### src/mpd_pkg.sv
package mpd_pkg;
    // ==========================================
    // Widths, reset values and saturation maximum
    localparam int MPD_CNT_W = 16;
    localparam logic [15:0] MPD_CNT_RESET = 16'h0000;
    localparam logic [15:0] MPD_PER_RESET = 16'h0000;
    localparam logic [15:0] MPD_SAT_MAX = 16'hFFFF;
    // ==========================================
    // Operating modes
    localparam logic MPD_MODE_SINGLE = 1'b0;
    localparam logic MPD_MODE_MULTI = 1'b1;
    localparam logic MPD_SEL_FIXED = 1'b0;
    localparam logic MPD_SEL_ADAPTIVE = 1'b1;
endpackage

### src/mpd_missing_pulse_detector.sv
`timescale 1ns/10ps
// How it works
// - While the period counter runs, the counter minus the latched period is formed every cycle in both modes.
// - That difference is compared with the chosen threshold and a miss event fires exactly on equality.
// - With adaptive select at 1 the threshold is the latched period halved.
// - Adaptive mode thus flags a miss when no pulse comes within 1.5 times the last interval.
// - In adaptive mode the threshold follows each newly latched period.
// - With adaptive select at 0 the software miss threshold value is used, unaffected by period changes.
// - In single-pulse mode a miss event pulses the miss output and sets the miss event flag.
// - In multi-pulse mode a miss event also does that and serves as a period signal timing point.
module mpd_missing_pulse_detector
#(
    parameter int CNT_W = mpd_pkg::MPD_CNT_W
)
(
    input wire logic clock,
    input wire logic rst_n,
    input wire logic enable,
    input wire logic pulse_in,
    input wire logic adaptive_miss_select,
    input wire logic multi_pulse_mode,
    input wire logic [CNT_W-1:0] miss_threshold_value,
    input wire logic miss_flag_clear,
    output logic miss_out,
    output logic miss_event_flag,
    output logic period_tick,
    output logic [CNT_W-1:0] period_latch_value,
    output logic [CNT_W-1:0] period_count
);
    import mpd_pkg::*;

    // ==========================================
    // Local constants
    localparam logic [CNT_W-1:0] CNT_ONE = CNT_W'(1);
    localparam logic [CNT_W-1:0] CNT_TOP = {CNT_W{1'b1}};
    localparam logic [CNT_W-1:0] CNT_CLEAR = CNT_W'(MPD_CNT_RESET);
    localparam logic [CNT_W-1:0] PER_CLEAR = CNT_W'(MPD_PER_RESET);

    // ==========================================
    // State
    typedef struct packed {
        logic [CNT_W-1:0] cnt;
        logic [CNT_W-1:0] per;
        logic pulse_d;
        logic miss;
        logic flag;
        logic tick;
    } mpd_state_t;

    localparam mpd_state_t ST_RESET = '{
        cnt: CNT_CLEAR,
        per: PER_CLEAR,
        pulse_d: 1'b0,
        miss: 1'b0,
        flag: 1'b0,
        tick: 1'b0
    };

    mpd_state_t st;
    mpd_state_t next_st;
    logic rise;
    logic past_per;
    logic [CNT_W-1:0] diff;
    logic [CNT_W-1:0] thresh;
    logic hit;
    logic tick_on_miss;
    logic flag_set;

    // ==========================================
    // Helpers
    // Rising edge against the last sample
    function automatic logic edge_seen(input logic now_lvl, input logic last_lvl);
        return now_lvl & ~last_lvl;
    endfunction

    // Running difference, wraps below the period
    function automatic logic [CNT_W-1:0] count_minus_period(
        input logic [CNT_W-1:0] count,
        input logic [CNT_W-1:0] period
    );
        return count - period;
    endfunction

    // Half of the latched period
    function automatic logic [CNT_W-1:0] half_period(input logic [CNT_W-1:0] period);
        return period >> 1;
    endfunction

    // Adaptive or fixed threshold
    function automatic logic [CNT_W-1:0] select_threshold(
        input logic adaptive,
        input logic [CNT_W-1:0] period,
        input logic [CNT_W-1:0] fixed_value
    );
        logic [CNT_W-1:0] pick;
        if (adaptive == MPD_SEL_ADAPTIVE)
        begin
            pick = half_period(period);
        end
        else
        begin
            pick = fixed_value;
        end
        return pick;
    endfunction

    // Saturating count step
    function automatic logic [CNT_W-1:0] step_count(input logic [CNT_W-1:0] count);
        logic [CNT_W-1:0] stepped;
        if (count == CNT_TOP)
        begin
            stepped = count;
        end
        else
        begin
            stepped = count + CNT_ONE;
        end
        return stepped;
    endfunction

    // Equality against the threshold, only once at or past the period
    function automatic logic miss_compare(
        input logic run,
        input logic new_pulse,
        input logic past_period,
        input logic [CNT_W-1:0] difference,
        input logic [CNT_W-1:0] limit
    );
        return run && !new_pulse && past_period && (difference == limit);
    endfunction

    // Set wins over clear
    function automatic logic next_flag(
        input logic old_flag,
        input logic set_req,
        input logic clear_req
    );
        logic result;
        result = old_flag;
        if (clear_req)
        begin
            result = 1'b0;
        end
        if (set_req)
        begin
            result = 1'b1;
        end
        return result;
    endfunction

    // Period signal on a pulse or a counted miss
    function automatic logic period_signal(
        input logic run,
        input logic new_pulse,
        input logic miss_tick
    );
        return (run && new_pulse) || miss_tick;
    endfunction

    // ==========================================
    // Pulse edge and threshold
    always_comb
    begin
        rise = edge_seen(pulse_in, st.pulse_d);
        past_per = (st.cnt >= st.per);
        diff = count_minus_period(st.cnt, st.per);
        thresh = select_threshold(adaptive_miss_select, st.per, miss_threshold_value);
    end

    // ==========================================
    // Miss comparison
    always_comb
    begin
        // Counter at or beyond the latched period; with adaptive select the miss comes at 1.5 periods, else at period plus miss_threshold_value
        hit = miss_compare(enable, rise, past_per, diff, thresh);
        tick_on_miss = hit && (multi_pulse_mode == MPD_MODE_MULTI);
        flag_set = hit;
    end

    // ==========================================
    // Next state
    always_comb
    begin
        next_st = st;
        next_st.pulse_d = pulse_in;
        // Counter and period latch
        if (!enable)
        begin
            next_st.cnt = CNT_CLEAR;
        end
        else if (rise)
        begin
            next_st.per = st.cnt;
            next_st.cnt = CNT_ONE;
        end
        else
        begin
            next_st.cnt = step_count(st.cnt);
        end
        // Miss output is a one-cycle pulse while the threshold is steady, except while the counter is held at its top value
        next_st.miss = hit;
        // Period signal on each pulse while enabled and, in multi-pulse mode, on a miss
        next_st.tick = period_signal(enable, rise, tick_on_miss);
        next_st.flag = next_flag(st.flag, flag_set, miss_flag_clear);
    end

    // ==========================================
    // State register
    always_ff @(posedge clock or negedge rst_n)
    begin
        if (!rst_n)
        begin
            st <= ST_RESET;
        end
        else
        begin
            st <= next_st;
        end
    end

    // ==========================================
    // Outputs
    assign miss_out = st.miss;
    assign miss_event_flag = st.flag;
    assign period_tick = st.tick;
    assign period_latch_value = st.per;
    assign period_count = st.cnt;
endmodule

### config.mk
export PLATFORM = sky130hd
export DESIGN_NAME = mpd_missing_pulse_detector
export DESIGN_NICKNAME = d
export VERILOG_FILES = /design/src/mpd_pkg.sv /design/src/mpd_missing_pulse_detector.sv
export SDC_FILE = /design/constraint.sdc
export NUM_CORES = 1
export LEC_CHECK = 0
export ABC_AREA = 0
export BUFFER_PORTS_ARGS = -buffer_cell sky130_fd_sc_hd__buf_2
export CAP_MARGIN = 15
export CELL_PAD_IN_SITES_DETAIL_PLACEMENT = 0
export CELL_PAD_IN_SITES_GLOBAL_PLACEMENT = 1
export CORE_ASPECT_RATIO = 2
export CORE_MARGIN = 2
export CORE_UTILIZATION = 46
export DETAILED_ROUTE_END_ITERATION = 6
export GPL_TIMING_DRIVEN = 0
export PLACE_DENSITY = 0.95
export SYNTH_ARGS = -nofsm -noshare
export SYNTH_HDL_FRONTEND = slang
export SYNTH_SLANG_ARGS = --single-unit
### constraint.sdc
create_clock -name clock -period 6.95 [get_ports clock]
set_input_delay 0.3475 -clock clock [delete_from_list [all_inputs] [get_ports clock]]
set_output_delay 0.3475 -clock clock [all_outputs]
set_load 0.02 [all_outputs]
==> flow_metrics.env, run 1 <==
export IMPL_max_cap_violations=0
export IMPL_power_leakage_uw=0.00185
export IMPL_hpwl_microns=6010
export IMPL_cp_start_kind="register"
export IMPL_dp_cells=492
export IMPL_avgViaCountPerCell=5.42
export IMPL_nets=452
export IMPL_cts_buffers=5
export IMPL_rows=42
export IMPL_synth_cell_types=57
export IMPL_critPathMaxFanout=6
export IMPL_slew_violations=0
export IMPL_cts_htree_levels=2
export IMPL_cts_tree="yes"
export IMPL_drive_gt1_share_pct=30.3
export IMPL_end_kind="register"
export IMPL_crit_type="reg -> reg"
export IMPL_routed_wl_microns=7820
export IMPL_coreArea_sq_mm=0.00662
export IMPL_syn_to_final_growth_pct=18.0
export IMPL_cts_root_buffer="clkbuf_16"
export IMPL_totalPowerFinal_uw=658
export IMPL_fin_crit_ns=2.90
export IMPL_timing_fmax_mhz=345
export IMPL_grt_pass1_vias=2777
export IMPL_whs_ns=0.157
export IMPL_dr_first_iter_drc_count=88
export IMPL_cp_required_ns=7.17
export IMPL_crit_arrival_ns=3.12
export IMPL_io_pins=58
export IMPL_max_slew_worst_pin_slew_ns=0.837
export IMPL_hold_class="in -> async"
export IMPL_numPortBuffers=56
export IMPL_syn_area_sq_mm=0.00312
export IMPL_instances_no_fill=500
export IMPL_fin_skew_ns=0.00448
export IMPL_diodes=0
export IMPL_clk_pin_slew_worst_paths_ns=0.06
export IMPL_grt_pass1_wl_microns=12900
export IMPL_route_detailed_drc=0
export IMPL_postSynthAreaPerCell_sq_um=8.98
export IMPL_crit_chain="inv_1 > ha_1 > fa_1 > nor2b_1 > o21ai_2 > a21oi_4 > a2111oi_2 > or4_4 > nor4_4 > nand3_1 > o21ai_1"
export IMPL_synth_edf_count=0
export IMPL_synth_seq_cells=36
export IMPL_rsz0062_at_grt="false"
export IMPL_fin_tns_setup_ns=0
export IMPL_die_area_sq_mm=0.00751
export IMPL_antenna_found_initial=0
export IMPL_ys_async_sr_fraction_pct=100
export IMPL_post_cts_resize_count=0
export IMPL_grt_max_degree=37
export IMPL_hold_viol_final=0
export IMPL_num_vias=2710
export IMPL_cts_sinks=36
export IMPL_initial_core_util_pct=47.2
export IMPL_synth_nets=389
export IMPL_cts_hold_buffers_added=0
export IMPL_clk_latency_ns=0.29
export IMPL_detail_route_antenna_nets=0
export IMPL_cpMaxStageDelayCell="or4_4"
export IMPL_finalSetupViolCount=0
export IMPL_track_usage_pct=22.2
export IMPL_syn_inst=348
export IMPL_die_w_microns=62.3
export IMPL_grt_remaining_overflow=0
export IMPL_outcome="finished, final reports clean"
export IMPL_ys_seq_area_share_pct=28.8
export IMPL_ys_warn_count=0
export IMPL_first_pass_iters=4
export IMPL_post_route_period_util_pct=41.7
export IMPL_max_stage_delay_ns=0.56
export IMPL_fp_dieH_microns=121
export IMPL_ir_worst_vdd_mv=0.134
export IMPL_max_clock_path_buffers=2
export IMPL_fillers=656
export IMPL_slew_headroom_pct=44.2
export IMPL_power_density_mw_per_mm2=178
export IMPL_ys_flop_type="dfrtp_1"
export IMPL_wire_per_inst_microns=15.6
export IMPL_gp_congestion=0.854
export IMPL_post_cts_buffers=0
cell usage in the layout (no fill, tap or decap), drive strengths merged, types with 3 or more instances in the layout:
| master | instances |
|---|---|
| o21ai | 15 |
| and3 | 3 |
| clkbuf | 8 |
| xor2 | 13 |
| nand2b | 5 |
| ha | 17 |
| nand2 | 25 |
| a21o | 5 |
| inv | 22 |
| dfrtp | 36 |
| mux2 | 14 |
| a31oi | 3 |
| nor4 | 6 |
| nor2 | 25 |
| xnor2 | 20 |
| nor2b | 3 |
| nand4 | 4 |
| nor3 | 9 |
| a21oi | 20 |
| a211oi | 3 |
| nand3 | 15 |
| mux2i | 16 |
| buf | 91 |
worst max-delay path: cells and delay by family, from the launching register on:
| family | cells | cell delay (ns) |
|---|---|---|
| buf+inv | 1 | 0.10 |
| simple gates | 4 | 1.09 |
| flops | 1 | 0.42 |
| fa+ha+maj | 2 | 0.63 |
| compound gates | 4 | 0.58 |
cells in the mapped netlist (all sizes together) (14+ instances only):
master  instances  area, sq um
mux2           14          158
a21oi          20          115
xnor2          20          175
buf            35          268
inv            21         78.8
dfrtp          36          901
ha             17          213
o21ai          15         78.8
mux2i          16          160
nand3          15         75.1
nor2           25         93.8
nand2          25         93.8
metal layers:
layer | GRT usage [%] | up-vias | part of all wire (%)
li1 | - | 1320 | -
met1 | 22.6 | 1275 | 36
met2 | 42.5 | 84 | 56
met3 | 3.16 | 31 | 3.1
met4 | 12.2 | 0 | 4.1
met5 | 0 | - | 0
final cells by class:
cell class,instances,area (sq um),area share [%]
sequential,36,901,24.4
tap,88,110,2.99
inverter,21,78.8,2.14
clock buffer,5,125,3.39
multi-input combinational,253,1870,50.6
clock inverter,3,46.3,1.26
buffer,38,279,7.57
timing repair buffer,56,280,7.60
logic make-up (layout without fill, tap and decap cells):
kind of cell    count (synthesis)  after routing  share of synthesized area (%)
fa+ha+maj                      18             18                           7.45
flops                          36             36                           28.8
buf+inv                        59            123                           11.5
xor+xnor                       33             33                           9.49
mux                            30             30                           10.2
simple gates                  113            113                           20.2
compound gates                 59             59                           12.4
sequential cells by signal (all words and copies together), names as in the netlist:
| register | count |
|---|---|
| period_tick | 1 |
| st | 1 |
| period_count | 16 |
| period_latch_value | 16 |
| miss_out | 1 |
| miss_event_flag | 1 |
through the flow:
stage	cell area, sq um	setup WS, ns	utilization, %
floorplan	3120	4.29	-
global placement	3510	4.09	53.1
detailed placement	3510	4.08	53.1
CTS	3690	4.05	55.7
global route	3690	3.82	55.7
finish	3690	4.05	55.7
power breakdown:
part	internal, uW	total [uW]	switching (uW)
logic	76.2	166	90.1
clock network	171	273	102
registers	213	218	5.10
total	460	658	197
path summary, 6_finish.rpt:
check                                            start                                end  slack, ns  cells after the start
max                        period_count[0]$_DFFE_PN0P_              period_tick$_DFF_PN0_       4.05                     11
min                                              rst_n  period_latch_value[6]$_DFFE_PN0P_       0.16                      1
max reg2reg                period_count[0]$_DFFE_PN0P_              period_tick$_DFF_PN0_       4.05                     11
min reg2reg                miss_event_flag$_DFFE_PN0P_        miss_event_flag$_DFFE_PN0P_       0.51                      2
max in group asynchronous                        rst_n       period_count[12]$_DFFE_PN0P_       6.26                      1
min in group clock                            pulse_in                    st[3]$_DFF_PN0_       0.19                      1
No activity file was read; power rests on OpenSTA's default activity.
==> inputs of run 2 (changes only) <==
CORE_UTILIZATION = 38   (was 46)
PLACE_DENSITY = 0.87   (was 0.95)
clock period = 2.6 ns   (was 6.95 ns; I/O delays follow)
==> flow_metrics.env, run 2 (synthesis gave the netlist of run 1 again) <==
export IMPL_end_kind="register"
export IMPL_clockPowerShare_pct=34.6
export IMPL_power_frac_seq_pct=33.6
export IMPL_clk_latency_ns=0.29
export IMPL_wire_per_inst_microns=16.3
export IMPL_min_from="miss_flag_clear"
export IMPL_cpMaxStageDelayCell="or4b_4"
export IMPL_routed_wl_microns=8660
export IMPL_mostFrequentLayoutCell="buf_2"
export IMPL_clk_pin_slew_worst_paths_ns=0.06
export IMPL_pwr_share_comb_pct=31.8
export IMPL_critPathMaxFanout=6
export IMPL_gp_congestion=0.898
export IMPL_crit_type="reg -> reg"
export IMPL_drive_gt1_share_pct=38.2
export IMPL_timing_fmax_mhz=387
export IMPL_hold_viol_final=0
export IMPL_rsz0062_at_grt="true"
export IMPL_cts_buffers=5
export IMPL_max_cap_violations=0
export IMPL_cts_root_buffer="clkbuf_16"
export IMPL_track_usage_pct=20.4
export IMPL_multiInputGateArea_sq_mm=0.00200
export IMPL_power_leakage_uw=0.00198
export IMPL_nets=476
export IMPL_slew_violations=0
export IMPL_r2r_start="period_count[4]$_DFFE_PN0P_"
export IMPL_dr_first_iter_drc_count=123
export IMPL_outcome="finished, final reports clean"
export IMPL_cts_tree="yes"
export IMPL_route_detailed_drc=0
export IMPL_coreArea_sq_mm=0.00794
export IMPL_avgViaCountPerCell=5.31
export IMPL_numPortBuffers=56
export IMPL_detail_route_antenna_nets=0
export IMPL_initial_core_util_pct=39.3
export IMPL_crit_family="simple AND/OR/NAND/NOR gates"
export IMPL_die_w_microns=68.1
export IMPL_whs_ns=0.0194
export IMPL_cp_required_ns=2.81
export IMPL_regArea_sq_um=907
export IMPL_slew_headroom_pct=42.9
export IMPL_totalPowerFinal_uw=1740
export IMPL_hpwl_microns=6500
export IMPL_first_pass_iters=4
export IMPL_cp_startpoint="period_count[4]$_DFFE_PN0P_"
export IMPL_fin_skew_ns=0.0100
export IMPL_finalSetupViolCount=0
export IMPL_fin_tns_setup_ns=0
export IMPL_fillers=755
export IMPL_io_pins=58
export IMPL_crit_buf_inv=1
export IMPL_diodes=0
export IMPL_grt_max_degree=37
export IMPL_layout_common_cells="buf_2, buf_4, dfrtp_1, nor2_1, nand2_1"
export IMPL_crit_arrival_ns=2.79
export IMPL_antenna_found_initial=0
export IMPL_post_route_period_util_pct=99.4
export IMPL_power_density_mw_per_mm2=436
export IMPL_fin_crit_ns=2.58
export IMPL_max_stage_delay_ns=0.51
export IMPL_grt_remaining_overflow=0
export IMPL_ir_worst_vdd_mv=0.383
export IMPL_syn_to_final_growth_pct=27.5
export IMPL_fp_dieH_microns=132
export IMPL_p_int_uw=1190
export IMPL_max_slew_worst_pin_slew_ns=0.856
export IMPL_cp_start_kind="register"
export IMPL_rows=46
export IMPL_grt_pass1_wl_microns=13900
export IMPL_hold_class="in -> reg"
export IMPL_cpMostUsedCell="a21oi_4"
export IMPL_num_vias=2817
export IMPL_cts_htree_levels=2
export IMPL_grt_pass1_vias=2916
export IMPL_crit_chain="ha_4 > a21o_1 > a21oi_4 > a21oi_4 > buf_4 > or4b_4 > nand3_2 > and4_1 > nand4b_1 > nor3b_2"
export IMPL_die_area_sq_mm=0.00901
export IMPL_max_clock_path_buffers=2
export IMPL_p_sw_uw=548
export IMPL_switching_share_pct=31.5
export IMPL_cts_sinks=36
-- run 2: cell count changes in the layout (fill, tap and decap cells not counted), sizes merged --
cell         change
buf             +22
dlygate4sd3      +2
bufinv           -1
clkbuf           +1
clkinv           +1
clkinvlp         -1
inv              -1
-- run 2: stage by stage --
step,setup slack [ns],util (%),area (sq um),instances
after floorplan,0.0367,-,3130,348
after global placement,-0.174,44.4,3530,500
after detailed placement,-0.225,44.4,3530,500
after CTS,-0.0829,48.3,3830,515
after global routing,-0.126,50.2,3980,531
final,0.0157,50.2,3980,531
-- run 2: path summary, 6_finish.rpt --
| path | end | slack, ns | depth (start not counted) |
|---|---|---|---|
| max in group asynchronous | period_count[4]$_DFFE_PN0P_ | 1.51 | 2 |
| hold / removal | miss_event_flag$_DFFE_PN0P_ | 0.02 | 2 |
| hold reg to reg | miss_event_flag$_DFFE_PN0P_ | 0.51 | 2 |
| setup / recovery | miss_out$_DFF_PN0_ | 0.02 | 10 |
| setup reg to reg | miss_out$_DFF_PN0_ | 0.02 | 10 |
| min in group asynchronous | period_latch_value[4]$_DFFE_PN0P_ | 0.49 | 2 |
-- run 2: worst reg2reg max path, cell delays in order, from the launching register on --
cell and delay [ns]:
dfrtp_2 0.46, ha_4 0.27, a21o_1 0.20, a21oi_4 0.23, a21oi_4 0.11, buf_4 0.15
or4b_4 0.51, nand3_2 0.10, and4_1 0.20, nand4b_1 0.12, nor3b_2 0.16
-- run 2: routing by layer --
layer  track usage [%]  routed length [microns]  up-vias
li1                  -                        -     1366
met1              20.2                     3060     1369
met2              38.2                     4990       62
met3              3.25                      250       20
met4              10.0                      361        0
met5                 0                        0        -
-- run 2: final cells by class --
| class | count | area share [%] |
|---|---|---|
| flip-flops and latches | 36 | 22.8 |
| repair buffers | 80 | 11.8 |
| clock inverters | 1 | 0.126 |
| plain buffers | 38 | 7.00 |
| well taps | 96 | 3.02 |
| multi-input cells | 253 | 50.1 |
| clock buffers | 6 | 3.23 |
| inverters | 21 | 1.98 |
-- run 2: power by group through the flow --
stage / Sequential, uW / Clock, uW / Combinational, uW
4_1_cts: 583 / 602 / 526
3_3_place_gp: 594 / 0 / 448
6_report: 584 / 600 / 552
2_1_floorplan: 591 / 0 / 342
5_1_grt: 586 / 623 / 595
3_5_place_dp: 594 / 0 / 454
-- run 2: what timing repair did --
action,in CTS,in global routing
pin swaps,10,18
setup buffers,6,16
endpoints found under the hold margin,37,0
gates cloned,0,0
hold buffers,2,0
setup endpoints to repair,3,7
resized for setup,16,9
==> inputs of run 3 (changes only) <==
CORE_UTILIZATION = 46   (was 38)
PLACE_DENSITY = 0.95   (was 0.87)
RECOVER_POWER = 50   (was default)
clock period = 3 ns   (was 2.6 ns; I/O delays follow)
==> flow_metrics.env, run 3 (synthesis gave the netlist of run 1 again) <==
export IMPL_numPortBuffers=56
export IMPL_finalSetupViolCount=0
export IMPL_clk_latency_ns=0.29
export IMPL_avgViaCountPerCell=5.43
export IMPL_crit_chain="inv_1 > ha_1 > fa_1 > nor2b_2 > o21ai_2 > a21oi_4 > a2111oi_2 > or4_4 > nor4_4 > nand3_1 > o21ai_1"
export IMPL_grt_remaining_overflow=0
export IMPL_io_pins=58
export IMPL_whs_ns=0.0257
export IMPL_power_leakage_uw=0.00178
export IMPL_slew_headroom_pct=-35.2
export IMPL_grt_max_degree=37
export IMPL_dr_wl_met2_microns=4400
export IMPL_dr_first_iter_drc_count=81
export IMPL_ir_worst_vdd_mv=0.320
export IMPL_coreArea_sq_mm=0.00662
export IMPL_initial_core_util_pct=47.2
export IMPL_power_density_mw_per_mm2=414
export IMPL_first_pass_iters=4
export IMPL_drive_gt1_share_pct=25.8
export IMPL_die_area_sq_mm=0.00751
export IMPL_timing_fmax_mhz=359
export IMPL_diodes=0
export IMPL_critPathMaxFanout=6
export IMPL_cts_buffers=5
export IMPL_end_kind="register"
export IMPL_pre_cts_slack_ns=0.133
export IMPL_rows=42
export IMPL_cpMaxStageDelayCell="or4_4"
export IMPL_max_clock_path_buffers=2
export IMPL_layout_common_cells="buf_2, dfrtp_1, buf_4, nor2_1, nand2_1"
export IMPL_crit_arrival_ns=3.00
export IMPL_gp_congestion=0.854
export IMPL_met3WireLength_microns=242
export IMPL_max_cap_violations=1
export IMPL_met1_length_microns=2870
export IMPL_routed_wl_microns=7870
export IMPL_cp_required_ns=3.22
export IMPL_fin_tns_setup_ns=0
export IMPL_fin_crit_ns=2.78
export IMPL_track_usage_pct=22.2
export IMPL_antenna_found_initial=0
export IMPL_cp_start_kind="register"
export IMPL_fin_util_pct=55.7
export IMPL_clk_pin_slew_worst_paths_ns=0.06
export IMPL_hpwl_microns=6010
export IMPL_crit_family="simple AND/OR/NAND/NOR gates"
export IMPL_wire_per_inst_microns=15.7
export IMPL_dp_cells=492
export IMPL_slew_violations=37
export IMPL_die_w_microns=62.3
export IMPL_outcome="complete, but fails checks"
export IMPL_fp_dieH_microns=121
export IMPL_crit_buf_inv=1
export IMPL_hold_viol_final=0
export IMPL_num_vias=2725
export IMPL_max_slew_worst_pin_slew_ns=2.03
export IMPL_grt_pass1_vias=2777
export IMPL_max_stage_delay_ns=0.56
export IMPL_cts_tree="yes"
export IMPL_syn_to_final_growth_pct=18.1
export IMPL_post_route_period_util_pct=92.8
export IMPL_grt_pass1_wl_microns=12900
export IMPL_cts_root_buffer="clkbuf_16"
export IMPL_nets=454
export IMPL_route_detailed_drc=0
export IMPL_routed_top_layer="met4"
export IMPL_rsz0062_at_grt="false"
export IMPL_detail_route_antenna_nets=0
export IMPL_instances_no_fill=502
export IMPL_cts_sinks=36
export IMPL_cts_htree_levels=2
export IMPL_fin_ws_ns=0.216
export IMPL_violations="capacitance limit, slew limit"
export IMPL_mostFrequentLayoutCell="buf_2"
export IMPL_hold_class="in -> reg"
export IMPL_fillers=660
export IMPL_fin_skew_ns=0.00630
export IMPL_crit_type="reg -> reg"
-- run 3: changes by cell type in the layout (fill, tap and decap cells not counted), sizes merged --
cell / delta
buf: -43
bufinv: +1
clkbuf: +20
clkinv: -1
clkinvlp: +1
inv: +1
-- run 3: path summary, 6_finish.rpt --
| kind | startpoint | depth (start not counted) | slack, ns | to |
|---|---|---|---|---|
| max | period_count[0]$_DFFE_PN0P_ | 11 | 0.22 | period_tick$_DFF_PN0_ |
| min | miss_flag_clear | 2 | 0.03 | miss_event_flag$_DFFE_PN0P_ |
| max reg2reg | period_count[0]$_DFFE_PN0P_ | 11 | 0.22 | period_tick$_DFF_PN0_ |
| min reg2reg | miss_event_flag$_DFFE_PN0P_ | 2 | 0.51 | miss_event_flag$_DFFE_PN0P_ |
| max in group asynchronous | rst_n | 2 | 0.72 | period_count[0]$_DFFE_PN0P_ |
| min in group asynchronous | rst_n | 2 | 0.97 | period_latch_value[6]$_DFFE_PN0P_ |
-- run 3: cell type report --
class                           instances  area (sq um)  share of cell area, %
Buffer                                 38           279                   7.56
Clock inverter                          3          46.3                   1.25
Tap cell                               88           110                   2.98
Inverter                               21          78.8                   2.14
Clock buffer                            5           125                   3.39
Timing Repair Buffer                   58           274                   7.43
Multi-Input combinational cell        253          1870                   50.8
Sequential cell                        36           902                   24.4
-- run 3: repair_timing --
item	4_1_cts	5_1_grt
setup buffers	0	0
setup endpoints to repair	0	3
resized for setup	0	3
hold endpoints to repair	13	0
hold buffers	2	0
-- run 3: layer usage --
metal  vias up  GRT usage (%)
li1       1325              -
met1      1277           22.7
met2        87           42.5
met3        36           3.07
met4         0           12.2
met5         -              0
-- run 3: report_power, final --
part / leakage [uW] / total, uW / internal [uW] / switching, uW
registers: 0.000495 / 506 / 494 / 11.6
logic: 0.00120 / 390 / 177 / 212
clock network: 0.0000804 / 632 / 395 / 237
total: 0.00178 / 1530 / 1070 / 461
-- run 3: per-stage QoR --
step	power (uW)	cell area, sq um
finish	1530	3690
global route	1590	3690
CTS	1530	3710
detailed placement	900	3510
global placement	891	3510
floorplan	806	3120
